<file path="config.mk">
export PLATFORM = sky130hd
export DESIGN_NAME = aac_core
export DESIGN_NICKNAME = d
export VERILOG_FILES = /design/src/rtl/aac_core.v /design/src/rtl/aac_alu.v
export VERILOG_INCLUDE_DIRS = /design/src /design/src/rtl
export SDC_FILE = /design/constraint.sdc
export NUM_CORES = 1
export LEC_CHECK = 0
export ABC_CLOCK_PERIOD_IN_PS = 4900
export BUFFER_PORTS_ARGS = -buffer_cell sky130_fd_sc_hd__clkbuf_2
export CELL_PAD_IN_SITES_DETAIL_PLACEMENT = 0
export CELL_PAD_IN_SITES_GLOBAL_PLACEMENT = 1
export CORE_MARGIN = 1
export CORE_UTILIZATION = 40
export DETAILED_ROUTE_END_ITERATION = 16
export PLACE_DENSITY = 0.92
export SLEW_MARGIN = 10
export SYNTH_ARGS = -nofsm -noshare
export SYNTH_HDL_FRONTEND = slang
export SYNTH_SLANG_ARGS = --single-unit
</file>
<file path="constraint.sdc">
create_clock -name clk_sys -period 4.9 [get_ports clk_sys]
set_input_delay 0.98 -clock clk_sys [delete_from_list [all_inputs] [get_ports clk_sys]]
set_output_delay 0.98 -clock clk_sys [all_outputs]
set_load 0.02 [all_outputs]
</file>
<file path="src/rtl/aac_regs.vh">
// constants for the accumulator alu core
`ifndef AAC_REGS_VH
`define AAC_REGS_VH
`define AAC_OP_ADD 4'h0
`define AAC_OP_SUB 4'h1
`define AAC_OP_AND 4'h2
`define AAC_OP_OR 4'h3
`define AAC_OP_XOR 4'h4
`define AAC_OP_RL 4'h5
`define AAC_OP_RR 4'h6
`define AAC_OP_COM 4'h7
`define AAC_OP_INC 4'h8
`define AAC_OP_DEC 4'h9
`define AAC_OP_MOV 4'hA
`define AAC_OP_CLR 4'hB
`define AAC_OP_SWAP 4'hC
`define AAC_STAT_C 0
`define AAC_STAT_NIB 1
`define AAC_STAT_Z 2
`define AAC_ACC_RST 8'h00
`define AAC_WDATA_RST 8'h00
`define AAC_STAT_RST 3'h0
`define AAC_NOP_WORD 14'h0000
`define AAC_PC_RST 13'h0000
`endif

</file>
<file path="src/rtl/aac_core.v">
// accumulator alu core with two-stage fetch and execute pipeline
// Functional notes
// - one whole 14-bit instruction word is fetched per cycle on its own bus.
// - fetch of the next word overlaps execution of the current one.
// - each instruction takes one cycle; flow changes refetch and cost one more.
// - 8-bit unit adds, subtracts, shifts and does bitwise logic.
// - arithmetic is two's complement unless stated otherwise.
// - two-operand ops take the accumulator and a file register or constant.
// - single-operand ops work on one file register or constant; the result goes to the accumulator or the file.
// - the accumulator is 8 bits and has no data memory address.
// - carry, nibble carry and zero flags update per instruction.
// - in subtraction carry and nibble carry report inverted borrow; set means no borrow out.
// - status is written via wr_status; program counter sits outside data memory space.
// - any location is reached directly or indirectly, any op on any register.
`include "aac_regs.vh"
module aac_core #(
    parameter PC_WIDTH = 13,
    parameter ADDR_WIDTH = 9
) (
    clk_sys,
    rst,
    prog_addr,
    prog_word,
    flow_taken,
    flow_target,
    op_code,
    use_imm,
    imm_value,
    file_addr,
    indirect,
    indirect_addr,
    dest_file,
    wr_status,
    flag_mask,
    file_rdata,
    file_raddr,
    file_wdata,
    file_waddr,
    file_we,
    acc,
    status,
    exec_word,
    exec_valid
);
    input wire clk_sys;
    input wire rst;
    output reg [PC_WIDTH-1:0] prog_addr;
    input wire [13:0] prog_word;
    input wire flow_taken;
    input wire [PC_WIDTH-1:0] flow_target;
    input wire [3:0] op_code;
    input wire use_imm;
    input wire [7:0] imm_value;
    input wire [ADDR_WIDTH-1:0] file_addr;
    input wire indirect;
    input wire [ADDR_WIDTH-1:0] indirect_addr;
    input wire dest_file;
    input wire wr_status;
    input wire [2:0] flag_mask;
    input wire [7:0] file_rdata;
    output wire [ADDR_WIDTH-1:0] file_raddr;
    output reg [7:0] file_wdata;
    output reg [ADDR_WIDTH-1:0] file_waddr;
    output reg file_we;
    output reg [7:0] acc;
    output reg [2:0] status;
    output reg [13:0] exec_word;
    output reg exec_valid;

    localparam ST_RUN = 2'b01;
    localparam ST_FLUSH = 2'b10;

    reg [1:0] state;
    reg [1:0] next_state;
    wire [7:0] alu_b;
    wire [7:0] alu_result;
    wire alu_c;
    wire alu_nib;
    wire alu_z;
    wire [2:0] alu_flags;
    wire executing;
    wire take_flow;
    wire load_acc;
    wire load_file;
    wire [PC_WIDTH-1:0] pc_next;
    reg [2:0] next_status;

    // program counter step, wraps at the top of the fetch space
    function [PC_WIDTH-1:0] pc_step;
        input [PC_WIDTH-1:0] pc;
        begin
            pc_step = pc + {{(PC_WIDTH-1){1'b0}}, 1'b1};
        end
    endfunction

    // merges fresh flags into the old status under the update mask
    function [2:0] merge_flags;
        input [2:0] old;
        input [2:0] mask;
        input [2:0] fresh;
        begin
            merge_flags = (old & ~mask) | (fresh & mask);
        end
    endfunction

    // operand address: pointer when indirect, else the instruction's own field
    function [ADDR_WIDTH-1:0] pick_addr;
        input ind;
        input [ADDR_WIDTH-1:0] direct;
        input [ADDR_WIDTH-1:0] via;
        begin
            pick_addr = ind ? via : direct;
        end
    endfunction

    // direct or indirect operand address into the file, status and program counter excluded
    assign file_raddr = pick_addr(indirect, file_addr, indirect_addr);
    // second operand: constant or file register; accumulator is first
    assign alu_b = use_imm ? imm_value : file_rdata;
    assign executing = exec_valid && (state == ST_RUN);
    // a taken flow change discards the word already fetched
    assign take_flow = executing && flow_taken;
    assign load_acc = executing && !dest_file;
    assign load_file = executing && dest_file;
    assign pc_next = pc_step(prog_addr);
    assign alu_flags[`AAC_STAT_C] = alu_c;
    assign alu_flags[`AAC_STAT_NIB] = alu_nib;
    assign alu_flags[`AAC_STAT_Z] = alu_z;

    // shared arithmetic unit; the accumulator is always its first operand

    aac_alu u_alu (
        .a(acc),
        .b(alu_b),
        .op(op_code),
        .carry_in(status[`AAC_STAT_C]),
        .result(alu_result),
        .carry_out(alu_c),
        .nibble_out(alu_nib),
        .zero_out(alu_z)
    );

    // one flush cycle follows every taken flow change
    always @* begin
        next_state = state;
        case (state)
            ST_RUN: if (executing && flow_taken) next_state = ST_FLUSH;
            ST_FLUSH: next_state = ST_RUN;
            default: next_state = ST_RUN;
        endcase
    end

    always @* begin
        // flags change only where the instruction's mask selects them
        next_status = merge_flags(status, flag_mask, alu_flags);
        // a status write takes the low result bits as an ordinary register
        if (wr_status) begin
            next_status = alu_result[2:0];
        end
    end

    // sequencer state register
    always @(posedge clk_sys or posedge rst) begin
        if (rst) begin
            state <= ST_RUN;
        end else begin
            state <= next_state;
        end
    end

    // fetch stage: latch the fetched word while the previous one executes
    always @(posedge clk_sys or posedge rst) begin
        if (rst) begin
            prog_addr <= `AAC_PC_RST;
            exec_word <= `AAC_NOP_WORD;
            exec_valid <= 1'b0;
        end else if (take_flow) begin
            // branch: drop the fetched word and refetch at target
            prog_addr <= flow_target;
            exec_word <= `AAC_NOP_WORD;
            exec_valid <= 1'b0;
        end else begin
            prog_addr <= pc_next;
            exec_word <= prog_word;
            exec_valid <= 1'b1;
        end
    end

    // accumulator only loaded here, never by address
    always @(posedge clk_sys or posedge rst) begin
        if (rst) begin
            acc <= `AAC_ACC_RST;
        end else if (load_acc) begin
            acc <= alu_result;
        end
    end

    // status follows every executed instruction
    always @(posedge clk_sys or posedge rst) begin
        if (rst) begin
            status <= `AAC_STAT_RST;
        end else if (executing) begin
            status <= next_status;
        end
    end

    // file write port: one-cycle strobe with registered address and data
    always @(posedge clk_sys or posedge rst) begin
        if (rst) begin
            file_we <= 1'b0;
            file_wdata <= `AAC_WDATA_RST;
            file_waddr <= {ADDR_WIDTH{1'b0}};
        end else begin
            file_we <= load_file;
            if (load_file) begin
                file_wdata <= alu_result;
                file_waddr <= file_raddr;
            end
        end
    end
endmodule

</file>
<file path="src/rtl/aac_alu.v">
// combinational 8-bit arithmetic and logic unit with status flags
`include "aac_regs.vh"
module aac_alu (
    a,
    b,
    op,
    carry_in,
    result,
    carry_out,
    nibble_out,
    zero_out
);
    input wire [7:0] a;
    input wire [7:0] b;
    input wire [3:0] op;
    input wire carry_in;
    output reg [7:0] result;
    output reg carry_out;
    output reg nibble_out;
    output wire zero_out;

    reg [8:0] wide;
    reg [4:0] low;

    always @* begin
        wide = 9'h000;
        low = 5'h00;
        result = 8'h00;
        carry_out = carry_in;
        nibble_out = 1'b0;
        case (op)
            `AAC_OP_ADD: begin
                // two's complement add, carries out of bits 3 and 7
                wide = {1'b0, a} + {1'b0, b};
                low = {1'b0, a[3:0]} + {1'b0, b[3:0]};
                result = wide[7:0];
                carry_out = wide[8];
                nibble_out = low[4];
            end
            `AAC_OP_SUB: begin
                // b - a as b + ~a + 1; carry set means no borrow
                wide = {1'b0, b} + {1'b0, ~a} + 9'h001;
                low = {1'b0, b[3:0]} + {1'b0, ~a[3:0]} + 5'h01;
                result = wide[7:0];
                carry_out = wide[8];
                nibble_out = low[4];
            end
            `AAC_OP_AND: result = a & b;
            `AAC_OP_OR: result = a | b;
            `AAC_OP_XOR: result = a ^ b;
            `AAC_OP_RL: begin
                result = {b[6:0], carry_in};
                carry_out = b[7];
            end
            `AAC_OP_RR: begin
                result = {carry_in, b[7:1]};
                carry_out = b[0];
            end
            `AAC_OP_COM: result = ~b;
            `AAC_OP_INC: result = b + 8'h01;
            `AAC_OP_DEC: result = b - 8'h01;
            `AAC_OP_MOV: result = b;
            `AAC_OP_CLR: result = 8'h00;
            `AAC_OP_SWAP: result = {b[3:0], b[7:4]};
            default: result = b;
        endcase
    end

    // zero flag source for every result
    assign zero_out = (result == 8'h00);
endmodule

</file>
# Word level (Yosys, flattened, before mapping)
# Index checks and enable logic that the tools add are counted.
# Widths: inputs -> output; s select.
# classes
n_addsub,9
eq_ne,13
muxes,11
bitwise_logic,10
reduce_logical,7
# op_table
cell,n
$pmux 8 s12,1
$add 8x8->9,2
$eq 4x3->1 const B,4
$eq 4x4->1 const B,4
$not 8->8,2
$mux 14,1
$add 13x1->13 const B,1
$mux 13,1
$add 4x4->5,2
$add 9x1->9 const B,1
$mux 9,1
$add 8x1->8 const B,1
$and 8x8->8,1
$eq 4x2->1 const B,2
$logic_not 8->1,1
$mux 8,1
$or 8x8->8,1
$sub 8x1->8 const B,1
$xor 8x8->8,1
$and 3x3->3,2
$add 5x1->5 const B,1
$eq 4x1->1 const B,1
$logic_and 1x1->1,4
$logic_not 4->1,1
other kinds (11),12
# totals
register_bits,59
inputBits,75

# Depth between registers and ports, before layout
# Gate-level depths: netlist of run 1.
# depth
depth_word,8
ltp_mapped,14
mapped_depth_nobuf,13

# By module
# Synthesis of run 1 repeated with hierarchy kept, for this count alone.
# unflattened
hier_cells,493
hier_area_um2,4595.7
# by_module_without_submodules
module,instances,cells_each,area_per_inst_um2
aac_core,1,203,2566.2
aac_alu,1,290,2029.4

# Worst setup path after synthesis of run 1
# OpenSTA, ideal clock, no wires.
# synth_timing
path_kind,input -> register
startpoint,input use_imm
endpoint,register with a tool-made name
t_arrival_ns,3.708
required_time_ns,4.796
slack_ns,1.088
path_stages,12
path_cell_list,buf_6 -> mux2i_2 -> ha_1 -> buf_2 -> nor3_1 -> o31ai_2 -> a31oi_1 -> mux2_2 -> a221o_1 -> o21ai_2 -> a2bb2oi_1 -> o41ai_2
# synth_rtl
element,line,rtl
start: declaration,aac_core.v:52,input wire use_imm;

==> run metrics, run 1 <==
status completed; internal power 1.69 mW; number of global-route vias before repair around 4.4k; Final Skew about 5.6 ps; Syn Nets 647; Routed Antenna Nets 0; Max Freq about 250 MHz; syn_area_per_cell around 8.7 µm²; root buf cell clkbuf_16; post-synthesis adder-cell area fraction under 10%; main combinational cell family by area after synthesis compound AO/OA/AOI/OAI gates; Hold WC Path Type flip-flop to flip-flop; total track usage between 20 and 25%; asr flop ratio synth 100%; Initial Util between 40% and 50%; initial drt markers between 300 and 400; number of CTS-inserted buffers 9; Fin. Hold Viols 0; Port Buffers 140; Synth area leader dfrtp_1; # diodes 0; Net Switching approximately 1.3 mW; clk slew on worst S/H paths 50 ps; Synth Flop Type dfrtp_1; DIE AREA between 10000 and 15000 µm²; fill cell total of the finished layout 1103; Leak between 2 and 3 nW; crit start category primary input; global-route wire length before repair about 22000 µm; worst vdd ir ~0.47 mV; design area 5800 µm²; minimum clock period after layout ~4000 ps; Hold Worst Slack a little under 500 ps; number of synthesized flops with an enable pin 0; Post-DP Area roughly 5500 µm²; unrepaired setup endpoints after global routing false; number of nets in the layout 775; post-synthesis cell type count 68; final clock period utilization by the worst path ~83%; placer congestion estimate between 0.9 and 1; # DRC 0; critical path arrival 4270 ps; post-synthesis mux area share 9.86%; simple-gate area share of the yosys netlist 19.1%; clock latency on the worst-skew pair 320 ps; Clk pwr share between 20% and 30%; Syn Std Cell Area 4680 µm²; worst-margin pin slew 1100 ps; number of setup violations in the final report 0; R2R setup slack between 1500 and 2000 ps; Synth Area in Compound Gates between 20% and 30%; Rows 39; Ports between 100 and 150; first-pass detailed-route iteration total 5; chip height ~110 µm; CTS HTree Levels 3; Pwr Density between 500 and 600 nW/µm²; post-CTS sizing 0; drt total wl 14200 µm; Avg WL per Cell around 17 µm; Gate power share 50.1%; GRT overflow 0; top-area cell type share of the netlist area between 30 and 40%; CP endpoint kind flip-flop; Area Growth Syn to Fin 23.8%; YS warnings 0; Sequential Power Share 28.4%; core area 11400 µm²; Pins Over Slew Limit 0; most frequent cells in the layout clkbuf_2 (140), dfrtp_1 (58), nor2_1 (48); via count approximately 4.6k; Max FO, Critical Path 9; synthesis-stage register bit count slightly below 60; Post-Synth XOR/XNOR Area roughly 3.6%; CTS sink count a little under 60; worst setup path class primary input to flip-flop; utilization after layout 50.8%; # hold bufs at CTS 0; TNS Setup 0 ps; CP required approximately 5100 ps; number of antenna violations at the first check in global routing 0; most common cell after layout, fill and taps aside clkbuf_2; synth top area cells dfrtp_1 (31%), ha_1 (8.3%), mux2_2 (6.0%); vias per inst approximately 5.6; fraction of layout cells with a size suffix above 1 between 30% and 40%; switching share of total power ~44%; Die X around 110 µm; Max clock buf depth 2; relative slew slack between 20% and 30%; Synth Instances around 540; Post-CTS Setup Bufs 0; max cap viols 0; largest net degree at the start of global routing 46; CTS tree yes; sequential cell area fraction in the yosys report 31.6%; post-DP HPWL approximately 11000 µm
## cells in the mapped netlist (10+ instances only)
cell      count
o21ai_0      34
buf_2        10
clkbuf_1     16
nand2_1      47
inv_1        29
a21oi_1      45
mux2_2       25
nand2b_1     10
xor2_1       10
dfrtp_1      58
nor2_1       48
and2_1       17
nand3_1      10
ha_1         31
## cell type report
| cell class | count | area [µm²] | area share, % |
|---|---|---|---|
| Timing Repair Buffer | 148 | 761 | 13.1 |
| Clock buffer | 13 | 270 | 4.66 |
| Inverter | 33 | 124 | 2.14 |
| Tap cell | 143 | 179 | 3.09 |
| Multi-Input combinational cell | 416 | 2940 | 50.7 |
| Clock inverter | 3 | 45.0 | 0.777 |
| Sequential cell | 59 | 1480 | 25.5 |
## cells by family (layout without fill, tap and decap cells)
family                     after synthesis  count (layout)
DFF                                     59              59
muxes                                   36              36
adders and majority gates               33              33
and+or+nand+nor                        178             178
xor gates and xnor gates                19              19
AOI/OAI and AO/OA                      150             150
buffers and inverters                   64             197
## flip-flops by register name (all words and copies together) (netlist names), named ones only
register and cells:
acc 8, exec_valid 1, exec_word 14, file_waddr 9
file_wdata 8, file_we 1, prog_addr 13, state 2
## worst paths after layout
| path | to | from | cells past startpoint |
|---|---|---|---|
| setup / recovery | flip-flop | use_imm | 11 |
| hold / removal | file_wdata[0] | file_wdata[0] | 2 |
| setup reg to reg | flip-flop | acc[2] | 10 |
| hold reg to reg | file_wdata[0] | file_wdata[0] | 2 |
| max in group asynchronous | file_waddr[6] | rst | 3 |
| min in group asynchronous | exec_word[1] | rst | 2 |
## metrics by stage
step	power (mW)	std cells	worst slack [ps]
2_1_floorplan	1.87	539	1090
3_3_place_gp	2.32	799	612
3_5_place_dp	2.34	799	509
4_1_cts	3.00	815	847
5_1_grt	3.20	815	668
6_report	3.00	815	853
## power groups by stage
stage | clock, mW | combinational, mW | sequential (mW)
3_5_place_dp | 0 | 1.49 | 0.853
4_1_cts | 0.656 | 1.50 | 0.851
6_report | 0.643 | 1.50 | 0.852
3_3_place_gp | 0 | 1.48 | 0.846
5_1_grt | 0.679 | 1.64 | 0.875
2_1_floorplan | 0 | 0.824 | 1.04
## worst max-delay path: stages
cell,delay (ps)
clkbuf_2,370
mux2i_2,460
ha_1,400
nor3_1,390
o31ai_2,140
a31oi_1,230
mux2_2,350
a221o_1,400
o21ai_2,170
a2bb2oi_1,90
o41ai_2,280
## layer usage
| metal | wire, µm | up-vias | global-route usage [%] | part of all wire (%) |
|---|---|---|---|---|
| li1 | - | 2184 | - | - |
| met1 | 5980 | 2156 | 30.5 | 42 |
| met2 | 6600 | 218 | 38.6 | 46 |
| met3 | 1340 | 26 | 7.76 | 9.4 |
| met4 | 332 | 0 | 9.68 | 2.3 |
| met5 | 0 | - | 0 | 0 |
Power figures use the tool's default switching activity.
==> run 2: changes to the inputs <==
Settings changed: ABC_CLOCK_PERIOD_IN_PS 4900 to 3700, CORE_UTILIZATION 40 to 35, PLACE_DENSITY 0.92 to 0.86.
Clock period 4.9 ns to 3.7 ns, I/O delays scaled along.
==> run 2 against run 1 <==
Effect of this change:
- register-to-register slack lost 1200 ps
- die area rose by 14%
- sequential share of layout area decreased by 1.2 points
- routed wire length increased by 11%
- utilization down 3.3 points
- power is 39% higher
- critical path depth grew 4
- hold slack worse by 3.1 ps
- first-iteration DRC count grew 10%
- clock skew is 3.0 ps lower
- via count is 5.0% higher
- global-route usage is 1.2 points lower
- highest routed layer unchanged
==> run metrics, run 2 (same netlist as run 1, synthesis figures left out) <==
minimum clock period after layout approximately 3500 ps; crit start category primary input; Leak 2.92 nW (+6.0%); final clock period utilization by the worst path roughly 94%; number of setup violations in the final report 0 (unchanged); Port Buffers 140 (unchanged); Final Skew 2.63 ps (-2.97 ps); worst vdd ir 0.439 mV (-6.4%); global-route wire length before repair 25200 µm (+14%); chip height 118 µm (+6.8%); Initial Util 36.5% (-4.5 points); # hold bufs at CTS 0 (unchanged); Die X 118 µm (+6.8%); Gate power share 51.1% (+1.0 points); switching share of total power 43.0% (-0.49 points); DIE AREA 13800 µm² (+14%); Rows 41 (+5.1%); Hold Crit Start file_wdata[0]; clk slew on worst S/H paths 50 ps (about the same); first-pass detailed-route iteration total 5 (unchanged); RR Startpoint acc[2]; Pins Over Slew Limit 0 (unchanged); vias per inst 5.50 (-2.2%); placer congestion estimate 1.01 (+8.7%); post-DP HPWL 12300 µm (+13%); unrepaired setup endpoints after global routing false; CP required 3920 ps (-1200 ps); number of nets in the layout 806 (+4.0%); Hold WC Path Type flip-flop to flip-flop; CTS tree yes; max cap viols 0 (unchanged); Sequential Power Share 27.1% (-1.3 points); Fin. Hold Viols 0 (unchanged); Avg WL per Cell 18.0 µm (+3.2%); CTS sink count 59 (unchanged); Max FO, Critical Path 5 (-4); M3 GR Usage 6.06% (-1.7 points); relative slew slack 24.0% (-2.2 points); Routed Antenna Nets 0 (unchanged); Reg2Reg Depth 10 (unchanged); most frequent cells in the layout clkbuf_2 (140), dfrtp_1 (58), nor2_1 (48); Max clock buf depth 2 (unchanged); Clk pwr share 21.8% (+0.3 points); number of global-route vias before repair 4878 (+9.9%); max reg flops 14 (unchanged); # diodes 0 (unchanged); drt total wl 15800 µm (+11%); Max Freq slightly below 300 MHz; number of antenna violations at the first check in global routing 0 (unchanged); # DRC 0 (unchanged); total power 4.18 mW (+39%); clock latency on the worst-skew pair 320 ps (about the same); critical path arrival 3690 ps (-580 ps); Net Switching 1.80 mW (+38%); worst-margin pin slew 1140 ps (+33.3 ps); fraction of layout cells with a size suffix above 1 34.4% (+3.0 points); post-CTS sizing 0 (unchanged); internal power 2.38 mW (+41%); Biggest register exec_word; M1 GR Usage 28.6% (-1.9 points); worst setup path class primary input to flip-flop; grt met2 use 37.8% (-0.81 points); GRT overflow 0 (unchanged); busiest grt layer met2; total track usage 23.0% (-1.2 points); Hold Worst Slack 482 ps (-3.07 ps); largest net degree at the start of global routing 42 (-8.7%); Ports 141 (unchanged); R2R setup slack 560 ps (-1170 ps); CP endpoint kind flip-flop; via count 4812 (+5.0%); root buf cell clkbuf_16; core area 12800 µm² (+12%); Post-CTS Setup Bufs 0 (unchanged); biggest regs exec_word x14, prog_addr x13, file_waddr x9; Area Growth Syn to Fin 30.1%; status completed; CTS HTree Levels 3 (unchanged); initial drt markers 416 (+10%); most common cell after layout, fill and taps aside clkbuf_2; Pwr Density 686 nW/µm² (+33%); launch point of the worst path use_imm; number of CTS-inserted buffers 9 (unchanged)
## run 2: changes by cell type in the layout (fill, tap and decap cells not counted)
cell / delta
buf_4: +30
buf_12: +1
bufinv_16: +1
clkbuf_8: -1
clkinv_2: +1
clkinvlp_4: -1
## run 2: stage by stage
stage / area [µm²] / utilization (%) / setup WS (ps) / setup TNS (ps) / cells
global route: 6090 / 47.5 / 96.3 / 0 / 875
global placement: 5760 / 44.9 / 4.56 / 0 / 859
floorplan: 4680 / - / 128 / 0 / 539
detailed placement: 5760 / 44.9 / -12.0 / -12.0 / 859
CTS: 6090 / 47.5 / 302 / 0 / 875
finish: 6090 / 47.5 / 229 / 0 / 875
## run 2: worst min-delay path by stage
stage	endpoint	depth (start not counted)
2_1_floorplan	flip-flop	1
3_3_place_gp	file_wdata[0]	2
3_5_place_dp	file_wdata[0]	2
4_1_cts	file_wdata[0]	2
5_1_grt	file_waddr[2]	1
6_report	file_wdata[0]	2
## run 2: power groups by stage
| stage | clock (mW) | combinational, mW | sequential, mW |
|---|---|---|---|
| after floorplan | 0 | 1.09 | 1.38 |
| after global placement | 0 | 2.10 | 1.13 |
| after detailed placement | 0 | 2.12 | 1.14 |
| after CTS | 0.929 | 2.13 | 1.13 |
| after global routing | 0.963 | 2.31 | 1.16 |
| final | 0.911 | 2.13 | 1.13 |
## run 2: area by class of cell
cell class,instances,area [µm²]
inverters,33,124
well taps,172,215
flip-flops and latches,59,1480
repair buffers,179,1010
fillers,1288,6730
clock buffers,12,256
multi-input cells,416,2940
clock inverters,4,72.6
## run 2: critical path, cell delays in order
cell and delay (ps):
clkbuf_2 160, buf_4 180, mux2i_4 190, inv_2 60, ha_1 200, inv_1 70
fa_1 410, nor2b_1 210, o2111ai_1 160, and4_1 220, mux2i_1 260, xnor2_1 160
o221ai_1 160, a2bb2oi_1 180, o41ai_2 320
## run 2: layer usage
layer / routed length, µm / vias up
met5: 0 / -
met4: 431 / 0
met3: 1330 / 31
met2: 7370 / 240
met1: 6650 / 2300
li1: - / 2241
==> run 3: changes to the inputs <==
Settings changed: ABC_AREA set to 1, CORE_UTILIZATION 35 to 33.
==> run 3 against run 2 <==
Effect of this change:
- area after synthesis fell by 0.69%
- sequential share of layout area increased by 0.81 points
- clock power shrank 1%
- design area shrank 3.2%
- routed wire length shrank 3.7%
- utilization shrank 4.9 points
- register-to-register slack improved by 660 ps
- via count is 2.6% higher
- final cell count grew 18%
- worst setup slack improved by 430 ps
- hold slack worse by 5.2 ps
==> run metrics, run 3 <==
worst-margin pin slew 809 ps (-328 ps); chip height 121 µm (+2.6%); grt met2 use 35.8% (-2.0 points); # hold bufs at CTS 0 (unchanged); Pins Over Slew Limit 0 (unchanged); minimum clock period after layout 3040 ps (-434 ps); Reg2Reg Depth 13 (+3); Max Freq 329 MHz (+14%); synthesis-stage register bit count 59 (unchanged); relative slew slack 46.0% (+22 points); RR Startpoint acc[3]; M1 GR Usage 26.6% (-2.1 points); post-DP HPWL 12100 µm (-2.1%); number of synthesized flops with an enable pin 0 (unchanged); crit-path cells clkbuf_2 > inv_2 > nand2_1 > nand2_1 > ha_1 > fa_1 > nor2_1 > nor2_1 > nand2_1 > nand2_1 > nor2_1 > nand3b_1 > nor2_1 > nor2_1 > nor2_1 > nand2_1 > nor2_1 > nand4_1 > a21oi_1; CTS sink count 59 (unchanged); Pwr Density 649 nW/µm² (-5.4%); GRT overflow 0 (unchanged); worst setup path class primary input to flip-flop; Syn Std Cell Area 4650 µm² (-0.69%); main combinational cell family by area after synthesis simple AND/OR/NAND/NOR gates; Synth area leader dfrtp_1; sequential cell area fraction in the yosys report 31.8% (+0.22 points); M3 GR Usage 6.37% (+0.31 points); Crit path buffers/inverters 2 (-2); worst hold endpoint file_waddr[3]; max cap viols 0 (unchanged); core area 13800 µm² (+7.8%); Routed Antenna Nets 0 (unchanged); Rows 43 (+4.9%); Port Buffers 140 (unchanged); most frequent cells in the layout nand2_1 (238), clkbuf_2 (140), inv_1 (94); top-area cell type share of the netlist area 31.2% (+0.22 points); clk slew on worst S/H paths 50 ps (about the same); root buf cell clkbuf_16; asr flop ratio synth 100% (unchanged); final setup margin 663 ps (+434 ps); global-route wire length before repair 24700 µm (-2.0%); critical path arrival 3280 ps (-410 ps); number of CTS-inserted buffers 9 (unchanged); hold depth 2 (unchanged); syn_area_per_cell 6.62 µm² (-24%); final clock period utilization by the worst path 82.1% (-12 points); Post-CTS Setup Bufs 0 (unchanged); R2R setup slack 1220 ps (+660 ps); Syn Nets 810 (+25%); Avg WL per Cell 14.7 µm (-18%); busiest grt layer met2; worst vdd ir 0.500 mV (+14%); DIE AREA 14600 µm² (+5.2%); DP Worst Slack 329 ps (+341 ps); post-synthesis adder-cell area fraction 9.21% (+0.064 points); # DRC 0 (unchanged); fill cell total of the finished layout 1483 (+15%); vias per inst 4.79 (-13%); number of global-route vias before repair 4805 (-1.5%); Slowest cell on crit path fa_1; crit start category primary input; initial drt markers 300 (-28%); Post-synth top cells nand2_1 (238), inv_1 (95), nor2_1 (65); CTS tree yes; Finished Layout Cells 1031 (+18%); Final Skew 6.54 ps (+3.91 ps); Area Growth Syn to Fin 26.8%; fraction of layout cells with a size suffix above 1 24.4% (-10 points); biggest regs exec_word x14, prog_addr x13, file_waddr x9; crit-path max cell delay 430 ps (+20 ps); CTS HTree Levels 3 (unchanged); placer congestion estimate 1.00 (-0.89%); post-synthesis cell type count 39 (-43%); CP required 3940 ps (+20 ps); max reg flops 14 (unchanged); TNS Setup 0 ps (unchanged); status completed; crit-path most repeated cell nor2_1; Hold Worst Slack 477 ps (-5.21 ps); Initial Util 33.6% (-2.9 points); Synth Flop Type dfrtp_1; CP endpoint kind flip-flop; first-pass detailed-route iteration total 5 (unchanged); Synth Area in Compound Gates 10.3% (-11 points); number of setup violations in the final report 0 (unchanged); total track usage 21.9% (-1.2 points); number of antenna violations at the first check in global routing 0 (unchanged); # diodes 0 (unchanged); drt total wl 15200 µm (-3.7%); synth top area cells dfrtp_1 (31%), nand2_1 (19%), ha_1 (8.3%); Post-Synth XOR/XNOR Area 0.942% (-2.6 points); Max clock buf depth 2 (unchanged); clock latency on the worst-skew pair 320 ps (about the same); Post-Place Cells 1016 (+18%); post-synthesis mux area share 2.18% (-7.7 points); Leak 3.32 nW (+14%); unrepaired setup endpoints after global routing false; Hold Crit Start file_waddr[3]; Synth Instances 702 (+30%); number of nets in the layout 955 (+18%); via count 4939 (+2.6%); Fin. Hold Viols 0 (unchanged); Biggest register exec_word; YS warnings 0 (unchanged); utilization after layout 42.6% (-4.9 points); post-CTS sizing 0 (unchanged); Die X 121 µm (+2.6%); Ports 141 (unchanged); Max FO, Critical Path 15 (+10); Hold WC Path Type flip-flop to flip-flop; most frequent cell after synthesis nand2_1; crit-path leading delay family simple AND/OR/NAND/NOR gates; most common cell after layout, fill and taps aside nand2_1; simple-gate area share of the yosys netlist 35.8% (+17 points); largest net degree at the start of global routing 40 (-4.8%)
==> run 3: cell count changes after synthesis, moves of 9 or more <==
| cell | before | now |
|---|---|---|
| nor2b_1 | 9 | 0 |
| mux2_2 | 25 | 9 |
| o21ai_0 | 34 | 53 |
| inv_1 | 29 | 95 |
| nand2_2 | 0 | 14 |
| nor2_1 | 48 | 65 |
| a21oi_1 | 45 | 20 |
| nand2_1 | 47 | 238 |
| nand2b_1 | 10 | 0 |
| nand3_1 | 10 | 49 |
| and2_1 | 17 | 1 |
==> run 3: worst reg2reg max path, delay by kind of cell (launching register included) <==
kind / cells / cell delay (ps)
buffers and inverters: 2 / 270
flip-flops: 1 / 460
adder cells (fa/ha/maj): 1 / 420
AO/OA/AOI/OAI: 3 / 610
AND/OR/NAND/NOR: 7 / 600
==> run 3: area by class of cell <==
class	count	area (µm²)	area share, %
Multi-Input combinational cell	526	2720	46.1
Sequential cell	59	1480	25.1
Timing Repair Buffer	148	761	12.9
Inverter	103	387	6.56
Clock buffer	11	253	4.29
Tap cell	180	225	3.82
Clock inverter	4	73.8	1.25
==> run 3: worst max path at each step <==
stage / slack (ps) / startpoint / cells after the start / endpoint
floorplan: 920 / file_rdata[0] / 18 / flip-flop
global placement: 420 / use_imm / 19 / flip-flop
detailed placement: 330 / use_imm / 19 / flip-flop
CTS: 670 / use_imm / 19 / flip-flop
global route: 450 / use_imm / 19 / flip-flop
finish: 660 / use_imm / 19 / flip-flop
==> run 3: routing by layer <==
layer	vias to the layer above	share of wire [%]
li1	2497	-
met1	2212	42
met5	-	0
met4	0	3.2
met2	200	46
met3	30	8.7
==> run 3: logic make-up (layout without fill, tap and decap cells) <==
family | count (synthesis) | after routing
AND/OR/NAND/NOR | 392 | 392
flip-flops | 59 | 59
AO/OA/AOI/OAI | 87 | 87
buffers and inverters | 117 | 266
adder cells (fa/ha/maj) | 33 | 33
XOR/XNOR | 5 | 5
multiplexers | 9 | 9
==> run 3: power breakdown <==
group	internal (mW)	switching, mW	leakage (nW)
sequential	0.894	0.222	0.727
combinational	0.589	1.22	2.44
clock	0.621	0.280	0.162
total	2.10	1.72	3.32
==> run 3: metrics by stage <==
stage / power (mW) / cell area [µm²]
final: 3.82 / 5890
after global routing: 4.13 / 5890
after CTS: 3.84 / 5890
after detailed placement: 2.92 / 5570
after global placement: 2.92 / 5570
after floorplan: 2.29 / 4650
